--- src/verilog/csa_pkg.sv ---
// Summary of operation
// Without a command to send, the transmitter sends the guard tone.
// No received guard or command tone raises receive alarm, blocks relays.
// Receive alarm stays latched; only a received guard tone clears it.
// Receive or transmit level below its limit activates the level alarm.
// Watchdog timeout on the processor blocks transmitter and relay outputs.
// Every restart enters a self-test phase before normal operation.
// Self-test checks memory, settings, processor link, command port, lines.
// Self-test fault isolates command module I/O and raises its alarms.
// A switched relay supply lets the relays be disabled by removing it.
// Loss of any monitored supply voltage asserts module reset and an alarm.
// Lasting interference above a fixed threshold raises its alarm.
// Switching mode evaluates interference only while one tone is sent.
// Outgoing commands are handed to the processor with an interrupt.
// On a processor interrupt the controller collects incoming commands.
// Command data passes input buffer, register, and output buffer.
// Any detected error sends an alarm message to the alarm output module.
// The controller accesses processor memory and raises several interrupts.
// Relay blocking ORs all fault sources and overrides any command output; level and noise alarms do not block.
package csa_pkg;

	// ****************************************************************
	// Clock and timing
	// ****************************************************************
	localparam int CLK_HZ = 20_000_000;
	localparam int WD_TIMEOUT_US = 10_000;
	localparam int WD_CYCLES = WD_TIMEOUT_US * (CLK_HZ / 1_000_000);
	localparam int NOISE_HOLD_MS = 100;
	localparam int NOISE_CYCLES = NOISE_HOLD_MS * (CLK_HZ / 1_000);
	localparam int TEST_LIMIT_MS = 50;
	localparam int TEST_CYCLES = TEST_LIMIT_MS * (CLK_HZ / 1_000);
	localparam int SUPPLY_RST_US = 100;
	localparam int SUPPLY_RST_CYCLES = SUPPLY_RST_US * (CLK_HZ / 1_000_000);

	// ****************************************************************
	// Widths and fixed values
	// ****************************************************************
	localparam int CMD_W = 4;
	localparam int LEVEL_W = 8;
	localparam int DATA_W = 16;
	localparam int ADDR_W = 12;
	localparam int IRQ_W = 4;
	localparam int SUPPLY_W = 4;
	localparam int CNT_W = 32;
	localparam logic [7:0] NOISE_THRESHOLD = 8'h40;
	localparam int IRQ_CMD = 0;

	// Self-test check vector positions.
	localparam int CHK_MEM = 0;
	localparam int CHK_CONFIG = 1;
	localparam int CHK_DSP_LINK = 2;
	localparam int CHK_CMD_PORT = 3;
	localparam int CHK_LINE = 4;
	localparam int CHK_W = 5;

	// Alarm vector positions.
	localparam int ALM_RX = 0;
	localparam int ALM_LEVEL = 1;
	localparam int ALM_NOISE = 2;
	localparam int ALM_WD = 3;
	localparam int ALM_TEST = 4;
	localparam int ALM_SUPPLY = 5;
	localparam int ALM_W = 6;

	typedef enum logic [1:0] {
		CSA_ST_TEST,
		CSA_ST_RUN,
		CSA_ST_FAULT
	} csa_state_t;

endpackage : csa_pkg

--- src/verilog/csa_top.sv ---
`timescale 1ns/1ps
`default_nettype none

module csa_top #(
	parameter int WD_CYCLES = csa_pkg::WD_CYCLES,
	parameter int NOISE_CYCLES = csa_pkg::NOISE_CYCLES,
	parameter int TEST_CYCLES = csa_pkg::TEST_CYCLES
) (
	input wire logic SYS_CLK_I,
	input wire logic RST_I,
	// Command module side.
	input wire logic [csa_pkg::CMD_W-1:0] CMD_IN_I,
	output logic [csa_pkg::CMD_W-1:0] CMD_OUT_O,
	output logic RELAY_SUPPLY_EN_O,
	output logic IFC_ISOLATE_O,
	// Signal processor command path.
	output logic [csa_pkg::CMD_W-1:0] DSP_TX_CMD_O,
	output logic [csa_pkg::IRQ_W-1:0] DSP_IRQ_O,
	input wire logic [csa_pkg::IRQ_W-1:1] SW_IRQ_I,
	input wire logic DSP_RX_IRQ_I,
	input wire logic [csa_pkg::CMD_W-1:0] DSP_RX_CMD_I,
	input wire logic DSP_ALIVE_I,
	// Signal processor memory access.
	input wire logic MEM_REQ_I,
	input wire logic MEM_WR_I,
	input wire logic [csa_pkg::ADDR_W-1:0] MEM_ADDR_I,
	input wire logic [csa_pkg::DATA_W-1:0] MEM_WDATA_I,
	output logic [csa_pkg::DATA_W-1:0] MEM_RDATA_O,
	output logic MEM_DONE_O,
	output logic MEM_BUSY_O,
	output logic DSP_RD_O,
	output logic DSP_WR_O,
	output logic [csa_pkg::ADDR_W-1:0] DSP_ADDR_O,
	output logic [csa_pkg::DATA_W-1:0] DSP_WDATA_O,
	input wire logic [csa_pkg::DATA_W-1:0] DSP_RDATA_I,
	input wire logic DSP_ACK_I,
	// Tone status and transmitter.
	input wire logic RX_GUARD_I,
	input wire logic RX_CMD_TONE_I,
	output logic TX_ENABLE_O,
	output logic TX_GUARD_O,
	output logic TX_CMD_TONE_O,
	// Level and interference supervision.
	input wire logic [csa_pkg::LEVEL_W-1:0] RX_LEVEL_I,
	input wire logic [csa_pkg::LEVEL_W-1:0] TX_LEVEL_I,
	input wire logic [csa_pkg::LEVEL_W-1:0] RX_LIMIT_I,
	input wire logic [csa_pkg::LEVEL_W-1:0] TX_LIMIT_I,
	input wire logic [csa_pkg::LEVEL_W-1:0] NOISE_LEVEL_I,
	input wire logic SWITCH_MODE_I,
	// Self-test and supplies.
	input wire logic CHECK_DONE_I,
	input wire logic [csa_pkg::CHK_W-1:0] CHECK_OK_I,
	input wire logic [csa_pkg::SUPPLY_W-1:0] SUPPLY_OK_I,
	output logic MODULE_RESET_O,
	output logic SELFTEST_ACTIVE_O,
	// Alarms.
	output logic [csa_pkg::ALM_W-1:0] ALARM_LED_O,
	output logic ALARM_RELAY_O,
	output logic [csa_pkg::ALM_W-1:0] ALARM_MSG_O,
	output logic ALARM_MSG_VALID_O
);

	// ****************************************************************
	// Helpers
	// ****************************************************************

	// Saturating increment shared by the watchdog, noise and self-test timers.
	function automatic logic [csa_pkg::CNT_W-1:0] csa_sat_inc(
		input logic [csa_pkg::CNT_W-1:0] cnt,
		input logic [csa_pkg::CNT_W-1:0] lim
	);
		csa_sat_inc = (cnt >= lim) ? lim : cnt + 32'h0000_0001;
	endfunction : csa_sat_inc

	localparam logic [csa_pkg::CNT_W-1:0] WD_LIM = 32'(WD_CYCLES - 1);
	localparam logic [csa_pkg::CNT_W-1:0] NOISE_LIM = 32'(NOISE_CYCLES - 1);
	localparam logic [csa_pkg::CNT_W-1:0] TEST_LIM = 32'(TEST_CYCLES - 1);
	localparam logic [11:0] SUP_RST =
		12'(csa_pkg::SUPPLY_RST_CYCLES);

	csa_pkg::csa_state_t state_reg;
	logic [csa_pkg::CNT_W-1:0] test_cnt_reg;
	logic [csa_pkg::CNT_W-1:0] wd_cnt_reg;
	logic [csa_pkg::CNT_W-1:0] noise_cnt_reg;
	logic [11:0] sup_cnt_reg;
	logic wd_fail_reg;
	logic rx_alarm_reg;
	logic level_alarm_reg;
	logic noise_alarm_reg;
	logic supply_alarm_reg;
	logic [csa_pkg::CMD_W-1:0] cmd_in_reg;
	logic [csa_pkg::CMD_W-1:0] rx_cmd_reg;
	logic [csa_pkg::ALM_W-1:0] alarm_prev_reg;
	logic [csa_pkg::ALM_W-1:0] alarm_vec;
	logic [csa_pkg::ALM_W-1:0] alarm_new;
	logic running;
	logic supply_loss;
	logic relay_block;
	logic noise_eval;

	// ****************************************************************
	// Self-test sequencing
	// ****************************************************************

	// Restart always lands in the test phase; a fault is held until restart
	// so a flaky module cannot drift back into service unobserved.
	always_ff @(posedge SYS_CLK_I) begin
		if (RST_I) begin
			state_reg <= csa_pkg::CSA_ST_TEST;
			test_cnt_reg <= '0;
		end else begin
			test_cnt_reg <= csa_sat_inc(test_cnt_reg, TEST_LIM);
			case (state_reg)
				csa_pkg::CSA_ST_TEST: begin
					if (CHECK_DONE_I) begin
						// All five check groups must pass.
						state_reg <= (&CHECK_OK_I) ? csa_pkg::CSA_ST_RUN :
							csa_pkg::CSA_ST_FAULT;
					end else if (test_cnt_reg == TEST_LIM) begin
						state_reg <= csa_pkg::CSA_ST_FAULT;
					end
				end
				csa_pkg::CSA_ST_RUN: state_reg <= csa_pkg::CSA_ST_RUN;
				csa_pkg::CSA_ST_FAULT: state_reg <= csa_pkg::CSA_ST_FAULT;
				default: state_reg <= csa_pkg::CSA_ST_FAULT;
			endcase
		end
	end

	assign running = (state_reg == csa_pkg::CSA_ST_RUN);
	assign SELFTEST_ACTIVE_O = (state_reg == csa_pkg::CSA_ST_TEST);

	// ****************************************************************
	// Supervision
	// ****************************************************************

	// Watchdog: any missing processor heartbeat for the full window fails.
	always_ff @(posedge SYS_CLK_I) begin
		if (RST_I) begin
			wd_cnt_reg <= '0;
			wd_fail_reg <= 1'b0;
		end else begin
			wd_cnt_reg <= DSP_ALIVE_I ? '0 : csa_sat_inc(wd_cnt_reg, WD_LIM);
			if (!DSP_ALIVE_I && wd_cnt_reg == WD_LIM) begin
				wd_fail_reg <= 1'b1;
			end
		end
	end

	// Receive alarm latches on loss of both tones; only guard clears it.
	always_ff @(posedge SYS_CLK_I) begin
		if (RST_I) begin
			rx_alarm_reg <= 1'b0;
		end else if (!RX_GUARD_I && !RX_CMD_TONE_I) begin
			rx_alarm_reg <= 1'b1;
		end else if (RX_GUARD_I) begin
			rx_alarm_reg <= 1'b0;
		end
	end

	// Levels follow the measurement; limits come from configuration.
	always_ff @(posedge SYS_CLK_I) begin
		if (RST_I) begin
			level_alarm_reg <= 1'b0;
		end else begin
			level_alarm_reg <= (RX_LEVEL_I < RX_LIMIT_I) ||
				(TX_LEVEL_I < TX_LIMIT_I);
		end
	end

	// Two simultaneous tones would swamp the measurement, so switching mode
	// evaluates only while a single tone is on the line.
	assign noise_eval = !SWITCH_MODE_I ||
		(TX_GUARD_O ^ TX_CMD_TONE_O);

	// A threshold crossing must persist for the whole window to count.
	always_ff @(posedge SYS_CLK_I) begin
		if (RST_I) begin
			noise_cnt_reg <= '0;
			noise_alarm_reg <= 1'b0;
		end else begin
			if (noise_eval && NOISE_LEVEL_I > csa_pkg::NOISE_THRESHOLD) begin
				noise_cnt_reg <= csa_sat_inc(noise_cnt_reg, NOISE_LIM);
			end else begin
				noise_cnt_reg <= '0;
			end
			noise_alarm_reg <= noise_eval && (noise_cnt_reg == NOISE_LIM);
		end
	end

	// Supply loss: stretched module reset and an alarm held until restart.
	assign supply_loss = !(&SUPPLY_OK_I);
	always_ff @(posedge SYS_CLK_I) begin
		if (RST_I) begin
			sup_cnt_reg <= '0;
			supply_alarm_reg <= 1'b0;
		end else if (supply_loss) begin
			sup_cnt_reg <= SUP_RST;
			supply_alarm_reg <= 1'b1;
		end else if (sup_cnt_reg != 12'h000) begin
			sup_cnt_reg <= sup_cnt_reg - 12'h001;
		end
	end
	assign MODULE_RESET_O = (sup_cnt_reg != 12'h000);

	// ****************************************************************
	// Command paths
	// ****************************************************************

	// A receive, watchdog, supply or self-test fault, or not yet in service, silences the relays.
	assign relay_block = rx_alarm_reg || wd_fail_reg || supply_alarm_reg ||
		(state_reg == csa_pkg::CSA_ST_FAULT) || !running;

	// Input buffer register; cleared while isolated or testing.
	always_ff @(posedge SYS_CLK_I) begin
		if (RST_I || !running) begin
			cmd_in_reg <= '0;
		end else begin
			cmd_in_reg <= CMD_IN_I;
		end
	end

	// Outgoing commands: a change is handed over with the command interrupt.
	// Other interrupt lines forward controller-side triggers one for one.
	always_ff @(posedge SYS_CLK_I) begin
		if (RST_I) begin
			DSP_TX_CMD_O <= '0;
			DSP_IRQ_O <= '0;
		end else begin
			DSP_IRQ_O[csa_pkg::IRQ_W-1:1] <= SW_IRQ_I;
			DSP_IRQ_O[csa_pkg::IRQ_CMD] <= (cmd_in_reg != DSP_TX_CMD_O);
			if (cmd_in_reg != DSP_TX_CMD_O) begin
				DSP_TX_CMD_O <= cmd_in_reg;
			end
		end
	end

	// Incoming commands are collected on the processor interrupt.
	always_ff @(posedge SYS_CLK_I) begin
		if (RST_I || !running) begin
			rx_cmd_reg <= '0;
		end else if (DSP_RX_IRQ_I) begin
			rx_cmd_reg <= DSP_RX_CMD_I;
		end
	end

	// Output buffer and switched relay supply, both gated by the block.
	always_ff @(posedge SYS_CLK_I) begin
		if (RST_I) begin
			CMD_OUT_O <= '0;
			RELAY_SUPPLY_EN_O <= 1'b0;
			IFC_ISOLATE_O <= 1'b1;
		end else begin
			CMD_OUT_O <= relay_block ? '0 : rx_cmd_reg;
			RELAY_SUPPLY_EN_O <= !relay_block;
			IFC_ISOLATE_O <= (state_reg == csa_pkg::CSA_ST_FAULT);
		end
	end

	// Transmitter: guard whenever enabled and no command is pending.
	always_ff @(posedge SYS_CLK_I) begin
		if (RST_I) begin
			TX_ENABLE_O <= 1'b0;
			TX_GUARD_O <= 1'b0;
			TX_CMD_TONE_O <= 1'b0;
		end else begin
			TX_ENABLE_O <= !wd_fail_reg &&
				(state_reg != csa_pkg::CSA_ST_FAULT);
			TX_GUARD_O <= TX_ENABLE_O && (DSP_TX_CMD_O == '0);
			TX_CMD_TONE_O <= TX_ENABLE_O && (DSP_TX_CMD_O != '0);
		end
	end

	// ****************************************************************
	// Processor memory access
	// ****************************************************************

	// One access at a time; strobes hold until the processor acknowledges.
	always_ff @(posedge SYS_CLK_I) begin
		if (RST_I) begin
			DSP_RD_O <= 1'b0;
			DSP_WR_O <= 1'b0;
			DSP_ADDR_O <= '0;
			DSP_WDATA_O <= '0;
			MEM_RDATA_O <= '0;
			MEM_DONE_O <= 1'b0;
		end else begin
			MEM_DONE_O <= 1'b0;
			if (MEM_BUSY_O) begin
				if (DSP_ACK_I) begin
					DSP_RD_O <= 1'b0;
					DSP_WR_O <= 1'b0;
					MEM_DONE_O <= 1'b1;
					if (DSP_RD_O) begin
						MEM_RDATA_O <= DSP_RDATA_I;
					end
				end
			end else if (MEM_REQ_I) begin
				DSP_RD_O <= !MEM_WR_I;
				DSP_WR_O <= MEM_WR_I;
				DSP_ADDR_O <= MEM_ADDR_I;
				DSP_WDATA_O <= MEM_WDATA_I;
			end
		end
	end
	assign MEM_BUSY_O = DSP_RD_O || DSP_WR_O;

	// ****************************************************************
	// Alarm reporting
	// ****************************************************************

	always_comb begin
		alarm_vec = '0;
		alarm_vec[csa_pkg::ALM_RX] = rx_alarm_reg;
		alarm_vec[csa_pkg::ALM_LEVEL] = level_alarm_reg;
		alarm_vec[csa_pkg::ALM_NOISE] = noise_alarm_reg;
		alarm_vec[csa_pkg::ALM_WD] = wd_fail_reg;
		alarm_vec[csa_pkg::ALM_TEST] = (state_reg == csa_pkg::CSA_ST_FAULT);
		alarm_vec[csa_pkg::ALM_SUPPLY] = supply_alarm_reg;
	end
	assign alarm_new = alarm_vec & ~alarm_prev_reg;

	// A message goes out on each newly raised alarm, carrying the full set.
	always_ff @(posedge SYS_CLK_I) begin
		if (RST_I) begin
			alarm_prev_reg <= '0;
			ALARM_LED_O <= '0;
			ALARM_RELAY_O <= 1'b0;
			ALARM_MSG_O <= '0;
			ALARM_MSG_VALID_O <= 1'b0;
		end else begin
			alarm_prev_reg <= alarm_vec;
			ALARM_LED_O <= alarm_vec;
			ALARM_RELAY_O <= |alarm_vec;
			ALARM_MSG_VALID_O <= |alarm_new;
			if (|alarm_new) begin
				ALARM_MSG_O <= alarm_vec;
			end
		end
	end
endmodule : csa_top

`default_nettype wire

--- config.mk ---
export PLATFORM = sky130hd
export DESIGN_NAME = csa_top
export DESIGN_NICKNAME = d
export VERILOG_FILES = /design/src/verilog/csa_pkg.sv /design/src/verilog/csa_top.sv
export SDC_FILE = /design/constraint.sdc
export NUM_CORES = 1
export LEC_CHECK = 0
export ABC_AREA = 1
export BUFFER_PORTS_ARGS = -buffer_cell sky130_fd_sc_hd__buf_4
export CAP_MARGIN = 20
export CORE_ASPECT_RATIO = 0.5
export CORE_MARGIN = 1.5
export CORE_UTILIZATION = 40
export CTS_CLUSTER_DIAMETER = 40
export CTS_CLUSTER_SIZE = 30
export DETAILED_ROUTE_END_ITERATION = 6
export GPL_ROUTABILITY_DRIVEN = 0
export PLACE_DENSITY = 0.74
export SYNTH_ARGS = -nofsm -noshare
export SYNTH_HDL_FRONTEND = slang
export SYNTH_SLANG_ARGS = --single-unit
--- constraint.sdc ---
create_clock -name SYS_CLK_I -period 2 [get_ports SYS_CLK_I]
set_input_delay 0.2 -clock SYS_CLK_I [delete_from_list [all_inputs] [get_ports SYS_CLK_I]]
set_output_delay 0.2 -clock SYS_CLK_I [all_outputs]
set_load 0.03 [all_outputs]
Yosys cells after proc, flatten, opt, wreduce, memory -nomap -nowiden
Index checks and enable logic that the tools add are counted.
- register bits after elaboration: 201
- input bits: 115
- output and inout bits: 81
- logic and storage cells: 121
- add/sub/neg operators: 4
- magnitude comparators: 6
- equality and inequality tests: 10
- muxes and demuxes: 17
- bitwise logic cells: 6
- reduce and logical (&&, ||, !) cells: 44
- operators by type and width (kind ; count):
    adder 32 x 1 -> 32 bit, second input constant ; 3
    == test 32 x 18 -> 1 bit, second input constant ; 1
    == test 32 x 20 -> 1 bit, second input constant ; 1
    == test 32 x 21 -> 1 bit, second input constant ; 1
    greater-or-equal comparator 32 x 18 -> 1 bit, second input constant ; 1
    greater-or-equal comparator 32 x 20 -> 1 bit, second input constant ; 1
    greater-or-equal comparator 32 x 21 -> 1 bit, second input constant ; 1
    2-to-1 mux 11 bit ; 2
    2-to-1 mux 21 bit ; 1
    2-to-1 mux 20 bit ; 1
    2-to-1 mux 18 bit ; 1
    < comparator 8 bit ; 2
    nonzero test 12 bit ; 1
    OR reduction 2 bit ; 6
    OR reduction 6 bit ; 2
    subtractor 12 x 1 -> 12 bit, second input constant ; 1
    > comparator 8 x 7 -> 1 bit, second input constant ; 1
    logical NOT 1 bit ; 8
    logical OR 1 bit ; 8
    2-to-1 mux 1 bit ; 8
    logical AND 1 bit ; 7
    bitwise AND 6 bit ; 1
    2-to-1 mux 2 bit ; 3
    NOT 6 bit ; 1
    other kinds (18) ; 24

Longest topological paths before layout
Gate-level depths: netlist of the first run.
- depth in word-level cells: 5
- mapped depth: 11
- gate-level depth less buffers: 10

Worst setup path after synthesis of the first run
Ideal clock, no wire load.
- kind: reg2reg
- start: register sup_cnt_reg[0]
- end: register sup_cnt_reg[3]
- library setup time: 0.070 ns
- arrival time: 1.436 ns
- data required time: 1.930 ns
- path slack: 0.494 ns
- cell stages (with the launch flop): 9
- path buffers: 1
- clock period less this slack: 1.506 ns
- cell sequence: dfxtp_1 -> inv_1 -> ha_1 -> nand2_1 -> nor2_1 -> nand2_1 -> buf_2 -> nand4_1 -> a21oi_1
- longest elaborated chain between the ends: 1
- elaborated cells on any way between the ends: 2
- those cells by class: add/sub (1); reduce/logical (1)
- RTL lines (item ; line ; source):
    start, declared ; csa_top.sv:85 ; logic [11:0] sup_cnt_reg;
    start signal, assigned ; csa_top.sv:201 ; sup_cnt_reg <= sup_cnt_reg - 12'h001;
    nonzero test 12 bit ; - ;
    net MODULE_RESET_O ; csa_top.sv:54 ; output logic MODULE_RESET_O,
The timed path passes the listed nets, and every way through them passes these cells.
A chain may end at the register's enable or synchronous reset.

Worst setup path in the final report of the first run
- start: register sup_cnt_reg[0]
- end: output port MODULE_RESET_O
- longest elaborated chain between the ends: 1
- RTL lines (item ; line ; source):
    nonzero test 12 bit ; csa_top.sv:204 ; assign MODULE_RESET_O = (sup_cnt_reg != 12'h000);
    end, declared ; csa_top.sv:54 ;
Every way passes these cells.

==> flow_summary.ini, run 1 <==
[logic_synthesis]
synth_area_sq_um = 8520
seq_area_frac_synth_pct = 47.2
synth_seq_cells = 201
synth.avg_cell_area_sq_um = 7.53
syn_inst = 1132
yosysWarnings = 0
synth_cell_types = 40

[grt]
grt_use_total_pct = 19.1
grt_pass1_wl_microns = 35300
grt_pass1_vias = 7677
antenna_found_initial = 0
grt_max_degree = 66
globalRouteOverflowTotal = 0

[cells_and_area]
final_cell_count_no_fill = 1718
fin_nets = 1564
final_layout_size_suffix_gt1_share_pct = 21.3
final_cell_mix = 262 x nor2_1, 206 x buf_4, 201 x dfxtp_1, 194 x nand2_1, 125 x inv_1
diodes = 0
mostFrequentLayoutCell = nor2_1
area_growth_pct = 37.7
postLayoutCoreUtil_pct = 56.6

[pwr]
p_int_mw = 6.76
seq_power_share_pct = 46.4
clkPwrFrac_pct = 41.1
leakagePower_nw = 5.36
switchingPower_mw = 2.52
switching_share_pct = 27.2
power_density_nw_per_um2 = 791
power_frac_comb_pct = 12.5
ir_drop_mv = 0.477
power_mw = 9.28

[floorplanning]
start_util_pct = 41.1
fp.dieH_microns = 106
coreArea_sq_um = 20700
ioPinCount = 196
die_area_sq_um = 22200
dieWidth_microns = 209
rows = 37

[detailed_routing]
drtIter0Drc = 550
wire_per_inst_microns = 12.4
route.detailed.drc = 0
vias = 7910
firstDrtPassIters = 6
finalWirelength_microns = 21300
ant_nets = 0
via_per_inst = 4.60

[timing]
final-hold-violation-count = 0
fin_crit_sh_pct = 93.9
fmax_mhz = 532
setup_viol = 0
drv_slew = 0
rsz0062_at_grt = no
fin_skew_ns = 0.0103
period_needed_ns = 1.88
slew_headroom_pct = 58.0
setup-tns-final_ns = 0
tightest_slew_ns = 0.630
setup_slack_ns = 0.122

[placed_design]
portBuffers = 195
dp_hpwl_microns = 15000
dp_worst_setup_slack_ns = 0.267
placed_cells = 1621

[cts]
cts_tree = done
cts_sinks = 201
cts_buffers = 20
clockBufferDepth = 3
cts_root_buf = clkbuf_16
ctsHtreeMaxLevel = 1
clkLatencyLatePin_ns = 0.49
clk_pin_slew_ns = 0.07

[worst_setup_path]
critical_path_buf_inv_count = 2
critPathSlowestCell = dfxtp_1
crit_arrival_ns = 1.68
startpoint_type = flip-flop
crit_start = sup_cnt_reg[0]
path_class = reg -> out
end_kind = output port
path_delay_family = simple AND/OR/NAND/NOR gates
r2r_start = test_cnt_reg[0]
max_stage_delay_ns = 0.33
crit_path_cell_trace = inv_1 > ha_4 > nand2_1 > nor2_2 > nand2_2 > buf_4
cp_max_fo = 5
cp.required_ns = 1.80

[hold_path]
holdCritStartpoint = RST_I
hp-class = in -> reg

[run_status]
status = finished, final reports clean

[job]
maxCapViolCount = 0
power by group through the flow:
stage | Combinational [mW] | Sequential [mW] | Clock (mW)
5_1_grt | 1.27 | 4.33 | 4.08
3_3_place_gp | 1.02 | 4.39 | 0
6_report | 1.16 | 4.31 | 3.81
4_1_cts | 1.14 | 4.31 | 3.92
3_5_place_dp | 1.04 | 4.40 | 0
2_1_floorplan | 0.424 | 4.57 | 0
worst register-to-register path, stage by stage (launching register included):
cell	delay [ns]
dfxtp_1	0.43
ha_1	0.25
nand3_2	0.12
nor2_2	0.21
nand2_1	0.08
nor3_1	0.21
nand2_1	0.10
nand2_1	0.07
nand2_1	0.04
nor2_1	0.11
metrics by stage:
stage	instance area, sq um	hold WS, ns
CTS	11700	0.00298
finish	11700	0.0195
floorplan	8660	0.278
detailed placement	10400	0.366
global placement	10400	0.369
global route	11700	0.0130
layer usage:
metal  GRT usage [%]  vias to the layer above  share of wire [%]
li1                -                     4101                  -
met1            22.6                     3572                 43
met2            35.0                      184                 50
met3            3.49                       53                3.9
met4            6.68                        0                2.8
met5               0                        -                  0
cell type report:
type	instances	area, sq um
clock buffers	23	533
clock inverters	13	154
fillers	1763	9000
inverters	135	507
multi-input cells	807	4030
flip-flops and latches	201	4020
well taps	273	342
repair buffers	266	2150
cell usage after synthesis, drive strengths merged:
cell type	n	area share (%)
nor2	288	14
nand2	204	9.5
dfxtp	201	47
inv	134	5.9
o21ai	68	4.0
nand3	57	4.5
a21oi	35	2.1
xor2	26	2.7
ha	18	2.6
nor3	17	1.3
xnor2	17	1.7
nand4	14	1.0
clkbuf	13	0.57
buf	12	0.81
nand3b	9	0.79
or2	4	0.29
o22ai	3	0.22
nor4	2	0.15
o21a	2	0.18
o21bai	2	0.18
a211oi	1	0.088
a31o	1	0.10
a31oi	1	0.073
a41oi	1	0.10
clkinv	1	0.044
conb	1	0.044
path summary, 6_finish.rpt:
kind	end	slack [ns]	depth (start not counted)
max reg2reg	state_reg[1]	0.31	9
min reg2reg	DSP_TX_CMD_O[3]	0.45	2
min	DSP_IRQ_O[2]	0.02	2
max	MODULE_RESET_O	0.12	6
logic make-up (layout without fill, tap and decap cells):
kind of cell,after synthesis,in the layout,share of synthesized area (%)
simple gates,595,595,31.4
flops,201,201,47.2
buf+inv,160,437,7.32
compound gates,114,114,6.99
xor+xnor,43,43,4.42
fa+ha+maj,18,18,2.64
other cells,1,37,0.0440
repair_timing:
item / 4_1_cts / 5_1_grt
endpoints found under the hold margin: 57 / 0
gates cloned: 0 / 0
setup buffers: 1 / 0
resized for setup: 1 / 3
pin swaps: 1 / 0
endpoints found under the setup margin: 1 / 1
hold buffers: 60 / 0
Power figures use the tool's default switching activity.
==> inputs of run 2 (changes only) <==
- PLACE_DENSITY: 0.74 -> 0.61
==> run 2 against run 1 <==
Net effect:
- clock power decreased by 2%
- fmax about the same
- sequential cell count unchanged
- clock skew increased by 0.0097 ns
- first-iteration DRC count decreased by 28%
- sequential share of layout area decreased by 0.077 points
- register-to-register slack got worse by 0.04 ns
- utilization increased by 0.13 points
- routed wire length decreased by 0.49%
- critical path depth unchanged
- global-route usage decreased by 0.098 points
- sequential power about the same
- critical path type unchanged
- largest cell class unchanged
- highest routed layer unchanged
==> flow_summary.ini, run 2 (same netlist as run 1, synthesis figures left out) <==
[detailed_routing]
vias = 7809
finalWirelength_microns = 21200
firstDrtPassIters = 5
route.detailed.drc = 0
ant_nets = 0
wire_per_inst_microns = 12.3
drtIter0Drc = 397
via_per_inst = 4.54

[timing]
period_needed_ns = 1.88
setup_viol = 0
fin_skew_ns = 0.0200
setup-tns-final_ns = 0
tightest_slew_ns = 0.616
fmax_mhz = 532
final-hold-violation-count = 0
drv_slew = 0
fin_crit_sh_pct = 94.0
rsz0062_at_grt = no
slew_headroom_pct = 58.9

[worst_setup_path]
r2r_start = test_cnt_reg[0]
cp.required_ns = 1.80
crit_arrival_ns = 1.68
crit_start = sup_cnt_reg[0]
startpoint_type = flip-flop
cp_max_fo = 5
path_class = reg -> out
end_kind = output port

[cts]
cts_buffers = 20
clk_pin_slew_ns = 0.07
clockBufferDepth = 3
cts_tree = done
cts_root_buf = clkbuf_16
clkLatencyLatePin_ns = 0.52
ctsHtreeMaxLevel = 1
cts_sinks = 201

[cells_and_area]
area_growth_pct = 38.0
final_layout_size_suffix_gt1_share_pct = 21.3
diodes = 0
final_cell_count_no_fill = 1720
mostFrequentLayoutCell = nor2_1
final_cell_mix = 262 x nor2_1, 205 x buf_4, 201 x dfxtp_1, 194 x nand2_1, 125 x inv_1
fin_nets = 1566
num-fill-cells = 1962
final_cell_area_sq_um = 11800

[floorplanning]
fp.dieH_microns = 106
dieWidth_microns = 209
ioPinCount = 196
die_area_sq_um = 22200
start_util_pct = 41.1
coreArea_sq_um = 20700
rows = 37

[placed_design]
dpl-instance-area_sq_um = 10400
placed_cells = 1620
dp_hpwl_microns = 15400
portBuffers = 195

[pwr]
leakagePower_nw = 5.36
power_density_nw_per_um2 = 783
power_mw = 9.21
ir_drop_mv = 0.659

[grt]
grt_pass1_wl_microns = 34800
antenna_found_initial = 0
grt_use_total_pct = 19.0
grt_max_degree = 66
grt_pass1_vias = 7486
globalRouteOverflowTotal = 0

[run_status]
status = finished, final reports clean

[job]
maxCapViolCount = 0

[hold_path]
holdCritStartpoint = SWITCH_MODE_I
hp-class = in -> reg
[run 2: changes by cell type in the layout (fill, tap and decap cells not counted)]
cell,before,now
buf_12,0,1
buf_4,206,205
clkbuf_16,21,20
clkinv_4,0,4
clkinv_8,3,6
clkinvlp_4,3,2
dlygate4sd3_1,60,62
inv_12,0,1
inv_16,1,0
inv_6,2,1
inv_8,4,0
[run 2: worst max-delay path, stage by stage, from the launching register on]
cell,delay [ns]
dfxtp_1,0.33
inv_1,0.15
ha_4,0.18
nand2_1,0.10
nor2_2,0.13
nand2_2,0.09
buf_4,0.18
[run 2: final timing paths]
check                           slack [ns]  depth (start not counted)               to
worst max-delay path                  0.12                          6   MODULE_RESET_O
worst min-delay path                  0.03                          4  noise_alarm_reg
worst max register to register        0.27                          9     state_reg[1]
worst min register to register        0.44                          2  DSP_TX_CMD_O[3]
[run 2: routing by layer]
metal / part of all wire [%] / vias up / GRT usage (%) / wire length, microns
li1: - / 4108 / - / -
met1: 44 / 3524 / 22.7 / 9290
met2: 50 / 130 / 34.7 / 10600
met3: 3.1 / 47 / 3.52 / 666
met4: 2.9 / 0 / 6.06 / 611
met5: 0 / - / 0 / 0
[run 2: area by class of cell]
type | count | area, sq um | area share (%)
Clock buffer | 22 | 508 | 4.32
Clock inverter | 14 | 173 | 1.47
Inverter | 135 | 507 | 4.31
Multi-Input combinational cell | 807 | 4030 | 34.3
Sequential cell | 201 | 4020 | 34.2
Tap cell | 273 | 342 | 2.90
Timing Repair Buffer | 268 | 2180 | 18.5
[run 2: what timing repair did]
item | 4_1_cts | 5_1_grt
pin swaps | 1 | 1
setup buffers | 1 | 1
setup endpoints to repair | 1 | 1
endpoints found under the hold margin | 61 | 0
hold buffers | 62 | 0
resized for setup | 3 | 1
[run 2: power by group]
| part | internal [mW] | switching [mW] |
|---|---|---|
| clock | 1.96 | 1.78 |
| combinational | 0.529 | 0.629 |
| sequential | 4.19 | 0.116 |
| total | 6.69 | 2.52 |
[run 2: metrics by stage]
| step | hold WS [ns] | worst slack [ns] | utilization (%) |
|---|---|---|---|
| 2_1_floorplan | 0.278 | 0.494 | - |
| 3_3_place_gp | 0.366 | 0.275 | 50.3 |
| 3_5_place_dp | 0.366 | 0.205 | 50.3 |
| 4_1_cts | 0.0253 | 0.0249 | 56.6 |
| 5_1_grt | 0.0374 | 0.0155 | 56.7 |
| 6_report | 0.0311 | 0.120 | 56.7 |
==> inputs of run 3 (changes only) <==
- CORE_MARGIN: 1.5 -> 2
==> run 3 against run 2 <==
Net effect:
- cell count hardly changed
- worst setup slack got worse by 0.024 ns
- clock power up 13%
- sequential power barely moved
- hold slack worse by 0.00091 ns
- critical path type unchanged
- clock-buffer cell count decreased by 1
- fmax fell by 1.3%
- register-to-register slack better by 0.05 ns
- total power up 5.0%
- cell area increased by 0.60%
- largest power group unchanged
- global-route usage grew 0.59 points
==> flow_summary.ini, run 3 (same netlist as run 1, synthesis figures left out) <==
[timing]
period_needed_ns = 1.90
slew_headroom_pct = 57.8
fin_crit_sh_pct = 95.2
fin_skew_ns = 0.0178
setup_viol = 0
setup-tns-final_ns = 0
final-hold-violation-count = 0
rsz0062_at_grt = no
fmax_mhz = 525
drv_slew = 0
tightest_slew_ns = 0.633

[hold_path]
hp-class = in -> reg
holdCritStartpoint = RST_I

[cts]
clockBufferDepth = 3
cts_root_buf = clkbuf_16
ctsHtreeMaxLevel = 1
cts_sinks = 201
cts_tree = done
clk_pin_slew_ns = 0.08
cts_buffers = 21
clkLatencyLatePin_ns = 0.52

[grt]
grt_max_degree = 66
grt_pass1_wl_microns = 36000
grtUsageMet1_pct = 23.5
gr-usage-met2_pct = 35.0
globalRouteOverflowTotal = 0
grt_pass1_vias = 7555
grt_use_met3_pct = 3.87
top_usage_layer = met2
grt_use_total_pct = 19.6
antenna_found_initial = 0

[floorplanning]
die_area_sq_um = 22600
start_util_pct = 41.1
rows = 37
dieWidth_microns = 210
ioPinCount = 196
coreArea_sq_um = 20700
fp.dieH_microns = 107

[cells_and_area]
seq_area_sq_um = 4020
diodes = 0
fin_nets = 1567
final_cell_mix = 262 x nor2_1, 204 x buf_4, 201 x dfxtp_1, 194 x nand2_1, 125 x inv_1
num-fill-cells = 1896
final_cell_area_sq_um = 11800
mostFrequentLayoutCell = nor2_1
area_growth_pct = 38.8
multi_input_area_sq_um = 4030
final_layout_size_suffix_gt1_share_pct = 21.3

[pwr]
leakagePower_nw = 5.40
ir_drop_mv = 0.471
power_density_nw_per_um2 = 818

[worst_setup_path]
startpoint_type = flip-flop
r2r_start = test_cnt_reg[0]
end_kind = output port
cp.required_ns = 1.80
crit_start = sup_cnt_reg[0]
path_class = reg -> out
crit_arrival_ns = 1.70
cp_max_fo = 5

[detailed_routing]
ant_nets = 0
drtIter0Drc = 397
finalWirelength_microns = 21800
firstDrtPassIters = 4
route.detailed.drc = 0
vias = 7800
wire_per_inst_microns = 12.6
via_per_inst = 4.53

[job]
maxCapViolCount = 0

[placed_design]
dpl-instance-area_sq_um = 10400
portBuffers = 195
dp_hpwl_microns = 15600

[run_status]
status = finished, final reports clean
==> run 3: path summary, 6_finish.rpt <==
check / end / slack [ns] / cells past startpoint
max: MODULE_RESET_O / 0.1 / 6
min: alarm_prev_reg[2] / 0.03 / 2
max reg2reg: state_reg[1] / 0.32 / 9
min reg2reg: DSP_TX_CMD_O[0] / 0.43 / 2
==> run 3: final cells by class <==
cell class | instances | area share [%]
Sequential cell | 201 | 34.0
Clock buffer | 21 | 4.44
Inverter | 135 | 4.28
Tap cell | 273 | 2.89
Clock inverter | 16 | 1.97
Timing Repair Buffer | 268 | 18.4
Multi-Input combinational cell | 807 | 34.1
==> run 3: metal layers <==
layer	vias to the layer above	routed length [microns]
li1	4114	-
met1	3487	9680
met2	138	10500
met3	61	724
met4	0	839
met5	-	0
==> run 3: power by group <==
group / internal, mW / leakage, nW / switching [mW] / total (mW)
Combinational: 0.524 / 3.38 / 0.628 / 1.15
Sequential: 4.19 / 1.66 / 0.117 / 4.31
Clock: 2.23 / 0.367 / 1.98 / 4.21
==> run 3: critical path, stage by stage, from the launching register on <==
cell     delay, ns
dfxtp_1       0.33
inv_1         0.15
ha_4          0.18
nand2_1       0.09
nor2_2        0.16
nand2_2       0.09
buf_4         0.18
==> run 3: stage by stage <==
stage | utilization, % | total power, mW | worst slack (ns) | hold WS (ns) | cells
floorplan | - | 4.99 | 0.494 | 0.278 | 1168
global placement | 50.2 | 5.42 | 0.289 | 0.365 | 1619
detailed placement | 50.2 | 5.44 | 0.230 | 0.368 | 1619
CTS | 57.0 | 9.77 | 0.00881 | 0.0160 | 1721
global route | 57.0 | 10.1 | 0.00741 | 0.0390 | 1721
finish | 57.0 | 9.67 | 0.0957 | 0.0302 | 1721
==> run 3: what timing repair did <==
item / in CTS / in global routing
pin swaps: 1 / 0
buffers inserted: 1 / 0
hold buffers: 64 / 0
gates resized for setup: 2 / 2
endpoints found under the setup margin: 1 / 1
endpoints found under the hold margin: 60 / 0
